<file path="src/flash_host_pkg.sv">
// Shared constants and types for the flash host controller.
// Assumes a 10 MHz system clock and a byte-wide flash on plain pins.
`default_nettype none
package flash_host_pkg;

    // ********************************
    // Register map (byte offsets)
    // ********************************
    localparam logic [3:0] REG_CMD = 4'h0;
    localparam logic [3:0] REG_ADDR = 4'h4;
    localparam logic [3:0] REG_STATUS = 4'h8;
    localparam logic [3:0] REG_CTRL = 4'hC;

    // Status register field positions
    localparam int ST_BYTE_LSB = 0;
    localparam int ST_BUSY_BIT = 8;
    localparam int ST_PIN_BIT = 9;
    localparam int ST_ERR_BIT = 10;
    localparam int ST_REFUSED_BIT = 11;
    localparam int CTRL_PD_BIT = 0;
    localparam logic [19:0] ADDR_RESET = 20'h00000;
    localparam logic [7:0] STATUS_RESET = 8'h00;

    // ********************************
    // Operations software can order
    // ********************************
    localparam logic [2:0] OP_ERASE = 3'h1;
    localparam logic [2:0] OP_LOCK_BLOCK = 3'h2;
    localparam logic [2:0] OP_LOCK_MASTER = 3'h3;
    localparam logic [2:0] OP_CLEAR = 3'h4;
    localparam logic [2:0] OP_READ_STATUS = 3'h5;
    localparam logic [2:0] OP_READ_ARRAY = 3'h6;

    // ********************************
    // Flash command bytes
    // ********************************
    localparam logic [7:0] CMD_ERASE_SETUP = 8'h20;
    localparam logic [7:0] CMD_ERASE_CONFIRM = 8'hD0;
    localparam logic [7:0] CMD_LOCK_SETUP = 8'h60;
    localparam logic [7:0] CMD_LOCK_BLOCK = 8'h01;
    localparam logic [7:0] CMD_LOCK_MASTER = 8'hF1;
    localparam logic [7:0] CMD_READ_ARRAY = 8'hFF;
    localparam logic [7:0] CMD_CLEAR_STATUS = 8'h50;
    localparam logic [7:0] CMD_READ_STATUS = 8'h70;

    // Flash status byte bit positions
    localparam int SR_READY = 7;
    localparam int SR_ERASE_ERR = 5;
    localparam int SR_PROG_ERR = 4;
    localparam int SR_SUPPLY = 3;
    localparam int SR_PROTECT = 1;
    localparam int SR_RSVD = 0;

    // ********************************
    // Pin timing
    // ********************************
    localparam int CLK_NS = 100;
    localparam int PULSE_NS = 100;
    localparam int ACCESS_NS = 100;
    localparam int SYNC_STAGES = 2;
    localparam int PULSE_CYC = (PULSE_NS + CLK_NS - 1) / CLK_NS;
    localparam int ACCESS_CYC = (ACCESS_NS + CLK_NS - 1) / CLK_NS;
    localparam int READ_CYC = ACCESS_CYC + SYNC_STAGES + 1;

    // Everything the controller drives toward the flash
    typedef struct packed {
        logic [19:0] addr;
        logic [7:0] data;
        logic data_oe;
        logic ce_n;
        logic we_n;
        logic oe_n;
        logic rp_n;
    } flash_drive_t;

endpackage
`default_nettype wire

</file>
<file path="src/flash_host.sv">
// Wishbone-controlled host that drives a byte-wide flash through its pins.
// Assumes a classic Wishbone master and a flash whose inputs are asynchronous.
//
// How it works
// - Host masks reserved bit 0 when polling.
// - Other bits ignored until ready reads one.
// - Erase is 20H then D0H, block address.
// - FFH returns flash to array reads.
// - Lock is 60H then 01H or F1H.
// - Host clears status before any retry.
//
// The placing of the registers and register access over Wishbone were decided locally.
`timescale 1ns/1ns
`default_nettype none
module flash_host (
    input wire logic clk_i,
    input wire logic rst_i,
    input wire logic cyc_i,
    input wire logic stb_i,
    input wire logic we_i,
    input wire logic [3:0] adr_i,
    input wire logic [3:0] sel_i,
    input wire logic [31:0] dat_i,
    output logic [31:0] dat_o,
    output logic ack_o,
    output flash_host_pkg::flash_drive_t flash_o,
    input wire logic [7:0] flash_data_i,
    input wire logic ready_busy_out_i
);

    // ********************************
    // State and storage
    // ********************************
    typedef enum logic [2:0] {S_IDLE, S_WR_LOW, S_WR_HIGH, S_RD_LOW, S_RD_HIGH} state_t;

    state_t state;
    logic [3:0] cnt;
    logic [2:0] op;
    logic phase;
    logic [7:0] status_byte;
    logic err_pending;
    logic refused;
    logic powerdown;
    logic [19:0] addr;
    logic [7:0] data_sync;
    logic ready_sync;

    // Pin inputs pass two flip-flops first
    pin_sync #(.W(9)) u_sync (
        .clk_i(clk_i),
        .rst_i(rst_i),
        .d_i({ready_busy_out_i, flash_data_i}),
        .q_o({ready_sync, data_sync})
    );

    // ********************************
    // Bus decode
    // ********************************
    wire bus_req = cyc_i && stb_i;
    wire bus_wr = bus_req && we_i && ack_o;
    wire hit_cmd = adr_i == flash_host_pkg::REG_CMD;
    wire hit_addr = adr_i == flash_host_pkg::REG_ADDR;
    wire hit_status = adr_i == flash_host_pkg::REG_STATUS;
    wire hit_ctrl = adr_i == flash_host_pkg::REG_CTRL;
    wire [31:0] lane_mask = {{8{sel_i[3]}}, {8{sel_i[2]}}, {8{sel_i[1]}}, {8{sel_i[0]}}};
    wire [19:0] next_addr = (addr & ~lane_mask[19:0]) | (dat_i[19:0] & lane_mask[19:0]);
    wire [2:0] req_op = dat_i[2:0];
    wire start_req = bus_wr && hit_cmd && sel_i[0];

    // ********************************
    // Request screening
    // ********************************
    wire op_known = req_op >= flash_host_pkg::OP_ERASE
                    && req_op <= flash_host_pkg::OP_READ_ARRAY;
    wire op_recovery = req_op == flash_host_pkg::OP_CLEAR
                       || req_op == flash_host_pkg::OP_READ_STATUS
                       || req_op == flash_host_pkg::OP_READ_ARRAY;
    // New work waits for a clear after any error
    wire op_allowed = op_known && (!err_pending || op_recovery);
    wire accept = start_req && state == S_IDLE && op_allowed && !powerdown;

    // ********************************
    // Command bytes per operation
    // ********************************
    wire is_erase = op == flash_host_pkg::OP_ERASE;
    wire is_lock_b = op == flash_host_pkg::OP_LOCK_BLOCK;
    wire is_lock_m = op == flash_host_pkg::OP_LOCK_MASTER;
    wire two_writes = is_erase || is_lock_b || is_lock_m;
    wire polls = two_writes || op == flash_host_pkg::OP_READ_STATUS;
    wire [7:0] second_code =
        is_erase ? flash_host_pkg::CMD_ERASE_CONFIRM :
        is_lock_b ? flash_host_pkg::CMD_LOCK_BLOCK :
        flash_host_pkg::CMD_LOCK_MASTER;
    wire [7:0] first_code_req =
        req_op == flash_host_pkg::OP_ERASE ? flash_host_pkg::CMD_ERASE_SETUP :
        req_op == flash_host_pkg::OP_LOCK_BLOCK ? flash_host_pkg::CMD_LOCK_SETUP :
        req_op == flash_host_pkg::OP_LOCK_MASTER ? flash_host_pkg::CMD_LOCK_SETUP :
        req_op == flash_host_pkg::OP_CLEAR ? flash_host_pkg::CMD_CLEAR_STATUS :
        req_op == flash_host_pkg::OP_READ_STATUS ? flash_host_pkg::CMD_READ_STATUS :
        flash_host_pkg::CMD_READ_ARRAY;

    // Status byte as sampled: reserved bit dropped, rest kept only when ready
    wire sampled_ready = data_sync[flash_host_pkg::SR_READY];
    wire [7:0] next_status = sampled_ready ? {data_sync[7:1], 1'b0} : 8'h00;
    wire status_err = status_byte[flash_host_pkg::SR_ERASE_ERR]
                      || status_byte[flash_host_pkg::SR_PROG_ERR]
                      || status_byte[flash_host_pkg::SR_SUPPLY]
                      || status_byte[flash_host_pkg::SR_PROTECT];
    wire cnt_pulse_end = cnt == 4'(flash_host_pkg::PULSE_CYC - 1);
    wire cnt_read_end = cnt == 4'(flash_host_pkg::READ_CYC - 1);
    wire clear_done = state == S_WR_HIGH && op == flash_host_pkg::OP_CLEAR;

    // ********************************
    // Wishbone slave
    // ********************************
    wire [31:0] status_word = {20'h00000, refused, err_pending, ready_sync,
                               state != S_IDLE, status_byte};
    wire [31:0] read_word =
        hit_cmd ? {29'h00000000, op} :
        hit_addr ? {12'h000, addr} :
        hit_status ? status_word :
        hit_ctrl ? {31'h00000000, powerdown} :
        32'h00000000;

    // Ack one cycle after the request, read data registered with it
    always_ff @(posedge clk_i)
    begin
        if (rst_i)
        begin
            ack_o <= 1'b0;
            dat_o <= 32'h00000000;
        end
        else
        begin
            ack_o <= bus_req && !ack_o;
            dat_o <= read_word;
        end
    end

    // Software registers take writes on the ack edge
    always_ff @(posedge clk_i)
    begin
        if (rst_i)
        begin
            addr <= flash_host_pkg::ADDR_RESET;
            powerdown <= 1'b0;
        end
        else
        begin
            if (bus_wr && hit_addr)
                addr <= next_addr;
            if (bus_wr && hit_ctrl && sel_i[0])
                powerdown <= dat_i[flash_host_pkg::CTRL_PD_BIT];
        end
    end

    // Sticky error and refusal flags; a set wins over a clear
    always_ff @(posedge clk_i)
    begin
        if (rst_i)
        begin
            err_pending <= 1'b0;
            refused <= 1'b0;
        end
        else
        begin
            if (state == S_RD_HIGH && status_byte[flash_host_pkg::SR_READY] && status_err)
                err_pending <= 1'b1;
            else if (clear_done)
                err_pending <= 1'b0;
            if (start_req && !accept)
                refused <= 1'b1;
            else if (accept)
                refused <= 1'b0;
        end
    end

    // ********************************
    // Pin sequencer
    // ********************************
    // Each write pulses chip enable and write enable with data held a cycle
    // past the rising edge; polls repeat until the ready bit reads one.
    always_ff @(posedge clk_i)
    begin
        if (rst_i)
        begin
            state <= S_IDLE;
            cnt <= 4'h0;
            op <= flash_host_pkg::OP_READ_ARRAY;
            phase <= 1'b0;
            status_byte <= flash_host_pkg::STATUS_RESET;
            flash_o <= '{addr: 20'h00000, data: 8'h00, data_oe: 1'b0, ce_n: 1'b1,
                         we_n: 1'b1, oe_n: 1'b1, rp_n: 1'b0};
        end
        else
        begin
            flash_o.rp_n <= !powerdown;
            unique case (state)
                S_IDLE:
                begin
                    if (accept)
                    begin
                        op <= req_op;
                        phase <= 1'b0;
                        cnt <= 4'h0;
                        flash_o.addr <= addr;
                        flash_o.data <= first_code_req;
                        flash_o.data_oe <= 1'b1;
                        flash_o.ce_n <= 1'b0;
                        flash_o.we_n <= 1'b0;
                        state <= S_WR_LOW;
                    end
                end
                S_WR_LOW:
                begin
                    cnt <= cnt + 4'h1;
                    if (cnt_pulse_end)
                    begin
                        flash_o.ce_n <= 1'b1;
                        flash_o.we_n <= 1'b1;
                        state <= S_WR_HIGH;
                    end
                end
                S_WR_HIGH:
                begin
                    cnt <= 4'h0;
                    if (two_writes && !phase)
                    begin
                        // Confirm byte goes to the same held address
                        phase <= 1'b1;
                        flash_o.data <= second_code;
                        flash_o.ce_n <= 1'b0;
                        flash_o.we_n <= 1'b0;
                        state <= S_WR_LOW;
                    end
                    else
                    begin
                        flash_o.data_oe <= 1'b0;
                        if (polls)
                        begin
                            flash_o.ce_n <= 1'b0;
                            flash_o.oe_n <= 1'b0;
                            state <= S_RD_LOW;
                        end
                        else
                            state <= S_IDLE;
                    end
                end
                S_RD_LOW:
                begin
                    cnt <= cnt + 4'h1;
                    if (cnt_read_end)
                    begin
                        status_byte <= next_status;
                        flash_o.ce_n <= 1'b1;
                        flash_o.oe_n <= 1'b1;
                        state <= S_RD_HIGH;
                    end
                end
                S_RD_HIGH:
                begin
                    cnt <= 4'h0;
                    if (status_byte[flash_host_pkg::SR_READY])
                        state <= S_IDLE;
                    else
                    begin
                        flash_o.ce_n <= 1'b0;
                        flash_o.oe_n <= 1'b0;
                        state <= S_RD_LOW;
                    end
                end
            endcase
        end
    end
endmodule
`default_nettype wire

</file>
<file path="src/pin_sync.sv">
// Two-stage synchroniser for pin inputs.
// Assumes the inputs are asynchronous to clk_i.
`timescale 1ns/1ns
`default_nettype none
module pin_sync #(
    parameter int W = 1
) (
    input wire logic clk_i,
    input wire logic rst_i,
    input wire logic [W-1:0] d_i,
    output logic [W-1:0] q_o
);
    logic [W-1:0] meta;

    // First stage feeds only the second
    always_ff @(posedge clk_i)
    begin
        if (rst_i)
        begin
            meta <= '0;
            q_o <= '0;
        end
        else
        begin
            meta <= d_i;
            q_o <= meta;
        end
    end
endmodule
`default_nettype wire
</file>
<file path="config.mk">
export PLATFORM = sky130hd
export DESIGN_NAME = flash_host
export DESIGN_NICKNAME = d
export VERILOG_FILES = /design/src/flash_host_pkg.sv /design/src/flash_host.sv /design/src/pin_sync.sv
export SDC_FILE = /design/constraint.sdc
export NUM_CORES = 1
export LEC_CHECK = 0
export ABC_AREA = 1
export BUFFER_PORTS_ARGS = -buffer_cell sky130_fd_sc_hd__buf_4
export CORE_MARGIN = 8
export CORE_UTILIZATION = 46
export DETAILED_ROUTE_END_ITERATION = 12
export HOLD_SLACK_MARGIN = 0.05
export PLACE_DENSITY = 0.75
export SLEW_MARGIN = 0
export SYNTH_ARGS = -nofsm -noshare
export SYNTH_HDL_FRONTEND = slang
export SYNTH_SLANG_ARGS = --single-unit
</file>
<file path="constraint.sdc">
create_clock -name clk_i -period 3.5 [get_ports clk_i]
set_input_delay 0.525 -clock clk_i [delete_from_list [all_inputs] [get_ports clk_i]]
set_output_delay 0.525 -clock clk_i [all_outputs]
set_load 0.005 [all_outputs]
</file>
; ---- Word-level counts from Yosys, hierarchy flattened
; Index checks and enable logic that the tools add are counted.
; W data, S select, Z words.
[totals]
word_cells = 151
input_bits = 54
out_inout_bits = 66
ff_bits = 126
[classes]
muxes = 41
n_lt_le_gt_ge = 2
n_eq_ne = 27
add_sub_neg = 1
reduce_logical = 54
n_bitwise = 4
[ops]
columns = cell, n
row1 = $mux W8, 9
row2 = $and A20 B20 Y20, 2
row3 = $mux W20, 1
row4 = $not A20 Y20, 1
row5 = $or A20 B20 Y20, 1
row6 = $logic_and A1 B1 Y1, 19
row7 = $eq A3 B2 Y1 const B, 6
row8 = $eq A3 B3 Y1 const B, 6
row9 = $pmux W9 S2, 1
row10 = $mux W3, 5
row11 = $pmux W3 S5, 1
row12 = $mux W1, 13
row13 = $mux W12, 1
row14 = $ne A2 B2 Y1 const B, 6
row15 = $pmux W4 S3, 1
row16 = $mux W11, 1
row17 = $reduce_and A5 Y1, 2
row18 = $eq A3 B1 Y1 const B, 3
row19 = $logic_or A1 B1 Y1, 9
row20 = $reduce_and A3 Y1, 3
row21 = $reduce_bool A3 Y1, 3
row22 = $eq A4 B4 Y1 const B, 2
row23 = $logic_not A4 Y1, 2
row24 = $mux W2, 3
row25 = other kinds (18), 28

; ---- Depth between registers and ports, before layout
; Gate-level depths: netlist (run 1).
[depth]
word_depth = 11
mapped_depth = 10
mapped_depth_nobuf = 10

; ---- Modules after synthesis
; A second synthesis (run 1) with hierarchy kept.
[hier_totals]
cells_unflattened = 542
area_unflattened_um2 = 4390.5
[by_module_without_submodules]
columns = module, area_each_um2, instances, cells_each
row1 = flash_host, 3868.7, 1, 486
row2 = pin_sync, 521.8, 1, 56

; ---- Worst setup path after synthesis (run 1)
; No wires, ideal clock.
[synth_path]
path_kind = in2reg
startpoint = input port cyc_i
endpoint = register flash_o[25] (netlist name)
t_arrival_ps = 1414
stages = 8
path_slack_ps = 1970
path_cell_list = nand2_1 > nor2_2 > nand2_1 > nor2_4 > nand3_1 > clkbuf_1 > o21ai_0 > nor2_1
[synth_between]
elab_chain_len = 9
[synth_rtl]
columns = item, line_no
row1 = "start, declared", flash_host.sv:18  ; input wire logic cyc_i,
row2 = $logic_and A1 B1 Y1, flash_host.sv:59  ; wire bus_req = cyc_i && stb_i;
row3 = $logic_and A1 B1 Y1 (2 in series), flash_host.sv:60  ; wire bus_wr = bus_req && we_i && ack_o;
row4 = $logic_and A1 B1 Y1 (2 in series), flash_host.sv:68  ; wire start_req = bus_wr && hit_cmd && sel_i[0];
row5 = $logic_and A1 B1 Y1 (3 in series), flash_host.sv:80  ; wire accept = start_req && state == S_IDLE && op_allowed && !powerdown;
row6 = $reduce_and A2 Y1 (no line), --
row7 = "end signal, assigned", flash_host.sv:192  ; flash_o <= '{addr: 20'h00000, data: 8'h00, data_oe: 1'b0, ce_n: 1'b1,
row8 = "end, declared", flash_host.sv:26  ; output flash_host_pkg::flash_drive_t flash_o,
; Every way passes these cells.
; A chain may end at the register's enable or synchronous reset.

; ---- Worst setup path in the final report (run 1)
[layout_path]
startpoint = register ack_o
endpoint = register flash_o[14] (netlist name)
[layout_between]
elab_chain_len = 7
[layout_rtl]
columns = item, line_no
row1 = "start, declared", flash_host.sv:25  ; output logic ack_o,
row2 = "start signal, assigned", flash_host.sv:135  ; ack_o <= bus_req && !ack_o;
row3 = $logic_and A1 B1 Y1, flash_host.sv:60
row4 = $logic_and A1 B1 Y1 (2 in series), flash_host.sv:68
row5 = $logic_and A1 B1 Y1 (3 in series), flash_host.sv:80
row6 = $reduce_and A2 Y1 (no line), --
; Every way passes these cells.

==> results of run 1 <==
[routing by layer]
metal  vias to the layer above  global-route usage  part of all wire  wire, µm
met5                         -                   0                 0         0
met4                         0              0.0593             0.015       149
met3                        14              0.0422             0.044       441
met2                        87               0.272              0.50      5010
met1                      1629               0.191              0.44      4400
li1                       1863                   -                 -         -
[power breakdown]
part	internal [mW]	switching (mW)
sequential	1.28	0.0340
combinational	0.142	0.242
clock	0.288	0.481
total	1.71	0.757
[worst max-delay path, cell delays in order (launching register included)]
cell                      delay (ns)
sky130_fd_sc_hd__dfxtp_1        0.38
sky130_fd_sc_hd__nand2_1        0.07
sky130_fd_sc_hd__nor2_2         0.20
sky130_fd_sc_hd__nand2_1        0.17
sky130_fd_sc_hd__nor2_4         0.16
sky130_fd_sc_hd__nand3_1        0.53
sky130_fd_sc_hd__o21ai_0        0.42
sky130_fd_sc_hd__nor2_1         0.07
[final cells by class]
class | count | area, µm² | share of cell area
sequential | 109 | 2180 | 0.427
multi-input combinational | 349 | 1650 | 0.322
timing repair buffer | 95 | 713 | 0.139
clock buffer | 9 | 124 | 0.0242
clock inverter | 7 | 86.3 | 0.0169
inverter | 59 | 221 | 0.0433
tap | 111 | 139 | 0.0272
[worst paths after layout]
kind	start	endpoint	slack, ns	depth (start not counted)
setup / recovery	ack_o$_SDFF_PP0_	flash_o[14]$_SDFFE_PP0P_	1.38	7
hold / removal	flash_data_i[7]	u_sync.meta[7]$_SDFF_PP0_	0.35	3
setup reg to reg	ack_o$_SDFF_PP0_	flash_o[14]$_SDFFE_PP0P_	1.38	7
hold reg to reg	u_sync.meta[7]$_SDFF_PP0_	u_sync.q_o[7]$_SDFF_PP0_	0.41	2
[stage by stage]
stage	cell area [µm²]	std cells	power [mW]	utilization	hold slack [ns]
global placement	4900	723	1.70	0.541	0.390
detailed placement	4900	723	1.72	0.541	0.395
global route	5110	739	2.60	0.564	0.335
CTS	5110	739	2.48	0.564	0.341
finish	5110	739	2.47	0.564	0.348
floorplan	4250	550	1.60	-	0.388
[placed cells by master, fill, tap and decap left out]
cell and count:
sky130_fd_sc_hd__nand3_1 31, sky130_fd_sc_hd__clkbuf_8 9, sky130_fd_sc_hd__nor3_2 1, sky130_fd_sc_hd__inv_2 3, sky130_fd_sc_hd__dfxtp_1 109, sky130_fd_sc_hd__nor2_4 3
sky130_fd_sc_hd__nor3_4 1, sky130_fd_sc_hd__ha_1 2, sky130_fd_sc_hd__nor2_1 96, sky130_fd_sc_hd__nand3_4 2, sky130_fd_sc_hd__nor4_1 1, sky130_fd_sc_hd__inv_6 2
sky130_fd_sc_hd__o21ai_1 2, sky130_fd_sc_hd__o21ai_0 54, sky130_fd_sc_hd__o211ai_1 4, sky130_fd_sc_hd__nand4_4 1, sky130_fd_sc_hd__a31oi_1 1, sky130_fd_sc_hd__clkinv_8 3
sky130_fd_sc_hd__nor3_1 4, sky130_fd_sc_hd__nand2_1 74, sky130_fd_sc_hd__clkinv_1 1, sky130_fd_sc_hd__nand2_2 4, sky130_fd_sc_hd__nor2_2 4, sky130_fd_sc_hd__buf_4 95
sky130_fd_sc_hd__nor4_2 1, sky130_fd_sc_hd__inv_1 55, sky130_fd_sc_hd__or2_2 1, sky130_fd_sc_hd__clkinv_4 1, sky130_fd_sc_hd__a21oi_1 47, sky130_fd_sc_hd__inv_8 1
sky130_fd_sc_hd__o31ai_1 2, sky130_fd_sc_hd__conb_1 12, sky130_fd_sc_hd__nand4_1 1
[Yosys cell counts (2+ instances only)]
master | count | share of area
sky130_fd_sc_hd__inv_1 | 55 | 0.049
sky130_fd_sc_hd__nor2_1 | 96 | 0.086
sky130_fd_sc_hd__o211ai_1 | 4 | 0.0071
sky130_fd_sc_hd__a21oi_1 | 47 | 0.056
sky130_fd_sc_hd__nand3_4 | 2 | 0.0083
sky130_fd_sc_hd__dfxtp_1 | 109 | 0.52
sky130_fd_sc_hd__clkbuf_1 | 12 | 0.011
sky130_fd_sc_hd__o21ai_0 | 54 | 0.064
sky130_fd_sc_hd__o31ai_1 | 2 | 0.0036
sky130_fd_sc_hd__o21ai_1 | 2 | 0.0024
sky130_fd_sc_hd__buf_2 | 4 | 0.0048
sky130_fd_sc_hd__nor3_1 | 4 | 0.0048
sky130_fd_sc_hd__inv_2 | 3 | 0.0027
sky130_fd_sc_hd__buf_4 | 15 | 0.027
sky130_fd_sc_hd__nand2_2 | 4 | 0.0059
sky130_fd_sc_hd__buf_6 | 2 | 0.0053
sky130_fd_sc_hd__nand2_1 | 74 | 0.066
sky130_fd_sc_hd__nand3_1 | 31 | 0.037
sky130_fd_sc_hd__nor2_4 | 3 | 0.0080
sky130_fd_sc_hd__nor2_2 | 4 | 0.0059
sky130_fd_sc_hd__ha_1 | 2 | 0.0059
[cell families (layout without fill, tap and decap cells)]
| logic type | Yosys count | after routing | synth area share |
|---|---|---|---|
| AO/OA/AOI/OAI | 110 | 110 | 0.135 |
| other | 1 | 12 | 0.000891 |
| flip-flops | 109 | 109 | 0.518 |
| adder cells (fa/ha/maj) | 2 | 2 | 0.00594 |
| buffers and inverters | 92 | 170 | 0.100 |
| AND/OR/NAND/NOR | 225 | 225 | 0.240 |
==> impl_metrics.yaml, run 1 <==
clocking:
  clock_latency_ns: 0.38
  cts_inserted_buffers: 9
  cts.htree.levels: 3
  cts_num_sinks: 109
  cts_tree: "built"
  cts-root-to-sink-buffers: 2
  cts_setup_buffers: 0
  hold_buffers: 0
  path_clk_slew_ns: 0.11
  cts_resized: 0
  root_driver: "sky130_fd_sc_hd__clkbuf_8"
floorplan:
  fp.dieH_um: 112
  io_pins: 120
  die-area_um2: 12500
  std_cell_rows: 35
  floorplan.initialDensity: 0.464
  die_x_um: 112
  core_um2: 9060
routing:
  iteration_0_drc_markers: 173
  final_antenna_net_count: 0
  vias_per_cell: 4.86
  vias: 3593
  postRouteWirelength_um: 10000
  detail_route.drc_violations: 0
  wire_per_inst_um: 13.5
  firstDrtPassIters: 4
power_and_ir_drop:
  max-vdd-ir-drop_mv: 0.283
  powerDensity_nw_per_um2: 482
  power.leakage_nw: 2.20
timing:
  fmax_mhz: 471
  maxSlewViolCount: 0
  final_critical_path_setup_slack_ns: 1.38
  final.setup.tns_ns: 0
  setup-violations-final: 0
  rsz0062_at_grt: "no"
  clock-skew-final_ns: 0.0146
  worst_slew_pin_slew_ns: 0.867
  period_share: 0.607
  slew-limit-headroom: 0.417
  finalHoldViolations: 0
  final.min_clock_period_ns: 2.12
final_layout:
  fin_nets: 679
  layout-area-overhead-vs-synth_pct: 21.5
  post_route_cells_drive_above_1_share: 0.210
  layout_fillers: 850
  antenna-diode-count: 0
global_route:
  initial_antenna_violation_count: 0
  globalRoute.totalOverflow: 0
  track_usage: 0.161
  grt_first_pass_wirelength_um: 16400
  via_count_of_the_first_global_routing_pass: 3422
  grt_max_degree: 42
worst_setup_path:
  timing.critical_path.required_ns: 3.76
  worst_setup_start_kind: "register"
  critPathCaptureType: "register"
  critPathArrivalTime_ns: 2.38
  worst-setup-path-type: "reg -> reg"
  timing.critical_path.fanout_max: 21
placed_design:
  portBuffers: 93
  globalplace.congestion: 0.853
  detailedPlace.worstSlack_ns: 1.11
  dp_hpwl_um: 7400
synth:
  async_reset_ff_frac: 0
  synth_seq_area_share: 0.518
  synthesis.area_um2: 4210
  yosys.cell_types.count: 31
  postSynthRegisterBits: 109
  synthesis.area_per_instance_um2: 7.81
  synth_cells: 539
  synth_edf_count: 0
  ys.flop_type: "sky130_fd_sc_hd__dfxtp_1"
  synth_warnings: 0
flow_run:
  max-cap-violations: 0
hold_path:
  hold_path_class: "in -> reg"
run_status:
  result_of_the_run: "finished, final reports clean"
(Power assumes the default switching activity.)
==> inputs of run 2 (changes only) <==
--- a/config.mk
+++ b/config.mk
@@ -11,7 +11,7 @@
 export CORE_UTILIZATION = 46
 export DETAILED_ROUTE_END_ITERATION = 12
 export HOLD_SLACK_MARGIN = 0.05
-export PLACE_DENSITY = 0.75
+export PLACE_DENSITY = 0.78
 export SLEW_MARGIN = 0
 export SYNTH_ARGS = -nofsm -noshare
 export SYNTH_HDL_FRONTEND = slang
==> constraint.sdc (replaced) <==
create_clock -name clk_i -period 1.95 [get_ports clk_i]
set_input_delay 0.2925 -clock clk_i [delete_from_list [all_inputs] [get_ports clk_i]]
set_output_delay 0.2925 -clock clk_i [all_outputs]
set_load 0.005 [all_outputs]
==> run 2 against run 1 <==
Compared with the run above:
- sequential power is 80% higher
- worst setup slack worse by 1.2 ns
- die area stayed put
- non-clock buffer count is 9 higher
- total power is 81% higher
- global-route usage is 0.32 points lower
- register-to-register slack worse by 1.2 ns
- wire length is 0.33% higher
==> impl_metrics.yaml, run 2 (synthesis gave the netlist of run 1 again) <==
run_status:
  result_of_the_run: "finished, final reports clean"
flow_run:
  max-cap-violations: 0
hold_path:
  hold_path_class: "in -> reg"
placed_design:
  dp_hpwl_um: 7580
  detailedPlace.worstSlack_ns: 0.175
  placed_area_um2: 4970
  placed_cells_incl_taps: 732
  globalplace.congestion: 0.884
  portBuffers: 93
final_layout:
  layout-area-overhead-vs-synth_pct: 22.9
  most-common-layout-cells: "sky130_fd_sc_hd__dfxtp_1 (109), sky130_fd_sc_hd__buf_4 (104), sky130_fd_sc_hd__nor2_1 (96)"
  multi_input_comb_area_um2: 1650
  layout_commonest_cell: "sky130_fd_sc_hd__dfxtp_1"
  post_route_cells_drive_above_1_share: 0.221
  fin_area_um2: 5170
  fin_nets: 688
  layout_fillers: 846
  antenna-diode-count: 0
  regArea_um2: 2180
  finish.cell_count_without_fillers: 748
power_and_ir_drop:
  power.leakage_nw: 2.24
  max-vdd-ir-drop_mv: 0.385
  powerDensity_nw_per_um2: 861
clocking:
  clock_latency_ns: 0.38
  cts_inserted_buffers: 9
  root_driver: "sky130_fd_sc_hd__clkbuf_8"
  cts-root-to-sink-buffers: 2
  cts_setup_buffers: 0
  cts_tree: "built"
  cts.htree.levels: 3
  cts_num_sinks: 109
  hold_buffers: 0
  cts_resized: 0
  path_clk_slew_ns: 0.11
routing:
  detail_route.drc_violations: 0
  final_antenna_net_count: 0
  postRouteWirelength_um: 10000
  wire_per_inst_um: 13.4
  vias: 3609
  iteration_0_drc_markers: 265
  vias_per_cell: 4.82
  firstDrtPassIters: 5
worst_setup_path:
  critPathArrivalTime_ns: 2.05
  cp_slowest_cell: "sky130_fd_sc_hd__dfxtp_1"
  timing.critical_path.fanout_max: 19
  worst_setup_start_kind: "register"
  critPathCaptureType: "register"
  worst_path_dominant_cell_family: "simple AND/OR/NAND/NOR gates"
  max_stage_delay_ns: 0.37
  worst-setup-path-type: "reg -> reg"
  timing.critical_path.required_ns: 2.27
  critical_path.n_buffers_inverters: 2
  path_cells: "nand2_1 -> nor2_2 -> nand2_1 -> nor2_4 -> nand3_4 -> inv_2 -> buf_4 -> nor2_1 -> nor2_1"
timing:
  clock-skew-final_ns: 0.0122
  worst_hold_slack_ns: 0.114
  maxSlewViolCount: 0
  rsz0062_at_grt: "no"
  final_critical_path_setup_slack_ns: 0.214
  setup-violations-final: 0
  fmax_mhz: 576
  finalHoldViolations: 0
  final.setup.tns_ns: 0
  period_share: 0.890
  final.min_clock_period_ns: 1.74
floorplan:
  die-area_um2: 12500
  core_um2: 9060
  floorplan.initialDensity: 0.464
  io_pins: 120
  std_cell_rows: 35
  die_x_um: 112
  fp.dieH_um: 112
global_route:
  via_count_of_the_first_global_routing_pass: 3468
  grt_first_pass_wirelength_um: 16100
  globalRoute.totalOverflow: 0
  grt_max_degree: 41
  initial_antenna_violation_count: 0
  track_usage: 0.157
-- run 2: cell types whose count changed in the layout (fill, tap and decap cells not counted), sizes merged --
cell	before	now
bufinv	0	1
clkinv	5	2
inv	61	62
buf	95	104
clkinvlp	0	1
-- run 2: metal layers --
| layer | track usage | vias to the layer above | routed length [µm] |
|---|---|---|---|
| li1 | - | 1882 | - |
| met1 | 0.180 | 1614 | 4320 |
| met2 | 0.270 | 95 | 4980 |
| met3 | 0.0390 | 18 | 506 |
| met4 | 0.0729 | 0 | 224 |
| met5 | 0 | - | 0 |
-- run 2: worst paths after layout --
kind | startpoint | to | slack (ns) | cells after the start
hold reg to reg | u_sync.meta[4]$_SDFF_PP0_ | u_sync.q_o[4]$_SDFF_PP0_ | 0.41 | 2
setup reg to reg | ack_o$_SDFF_PP0_ | flash_o[32]$_SDFFE_PP0P_ | 0.21 | 9
hold / removal | flash_data_i[6] | u_sync.meta[6]$_SDFF_PP0_ | 0.11 | 3
setup / recovery | ack_o$_SDFF_PP0_ | flash_o[32]$_SDFFE_PP0P_ | 0.21 | 9
-- run 2: final cells by class --
class,count,share of cell area
clock inverters,7,0.0155
inverters,59,0.0428
multi-input cells,349,0.318
repair buffers,104,0.151
well taps,111,0.0268
flip-flops and latches,109,0.422
clock buffers,9,0.0239
-- run 2: metrics by stage --
stage	utilization	total power, mW
floorplan	-	2.87
CTS	0.571	4.48
finish	0.571	4.46
global route	0.571	4.66
detailed placement	0.548	3.08
global placement	0.548	3.06
-- run 2: worst register-to-register path, delay by kind of cell, from the launching register on --
family / cells / cell delay, ns
buffers and inverters: 2 / 0.33
flip-flops: 1 / 0.37
AND/OR/NAND/NOR: 7 / 0.98
-- run 2: where the power goes --
group / switching [mW] / leakage (nW) / internal (mW)
combinational: 0.423 / 1.26 / 0.257
sequential: 0.0630 / 0.883 / 2.30
clock: 0.802 / 0.103 / 0.615
total: 1.29 / 2.24 / 3.17
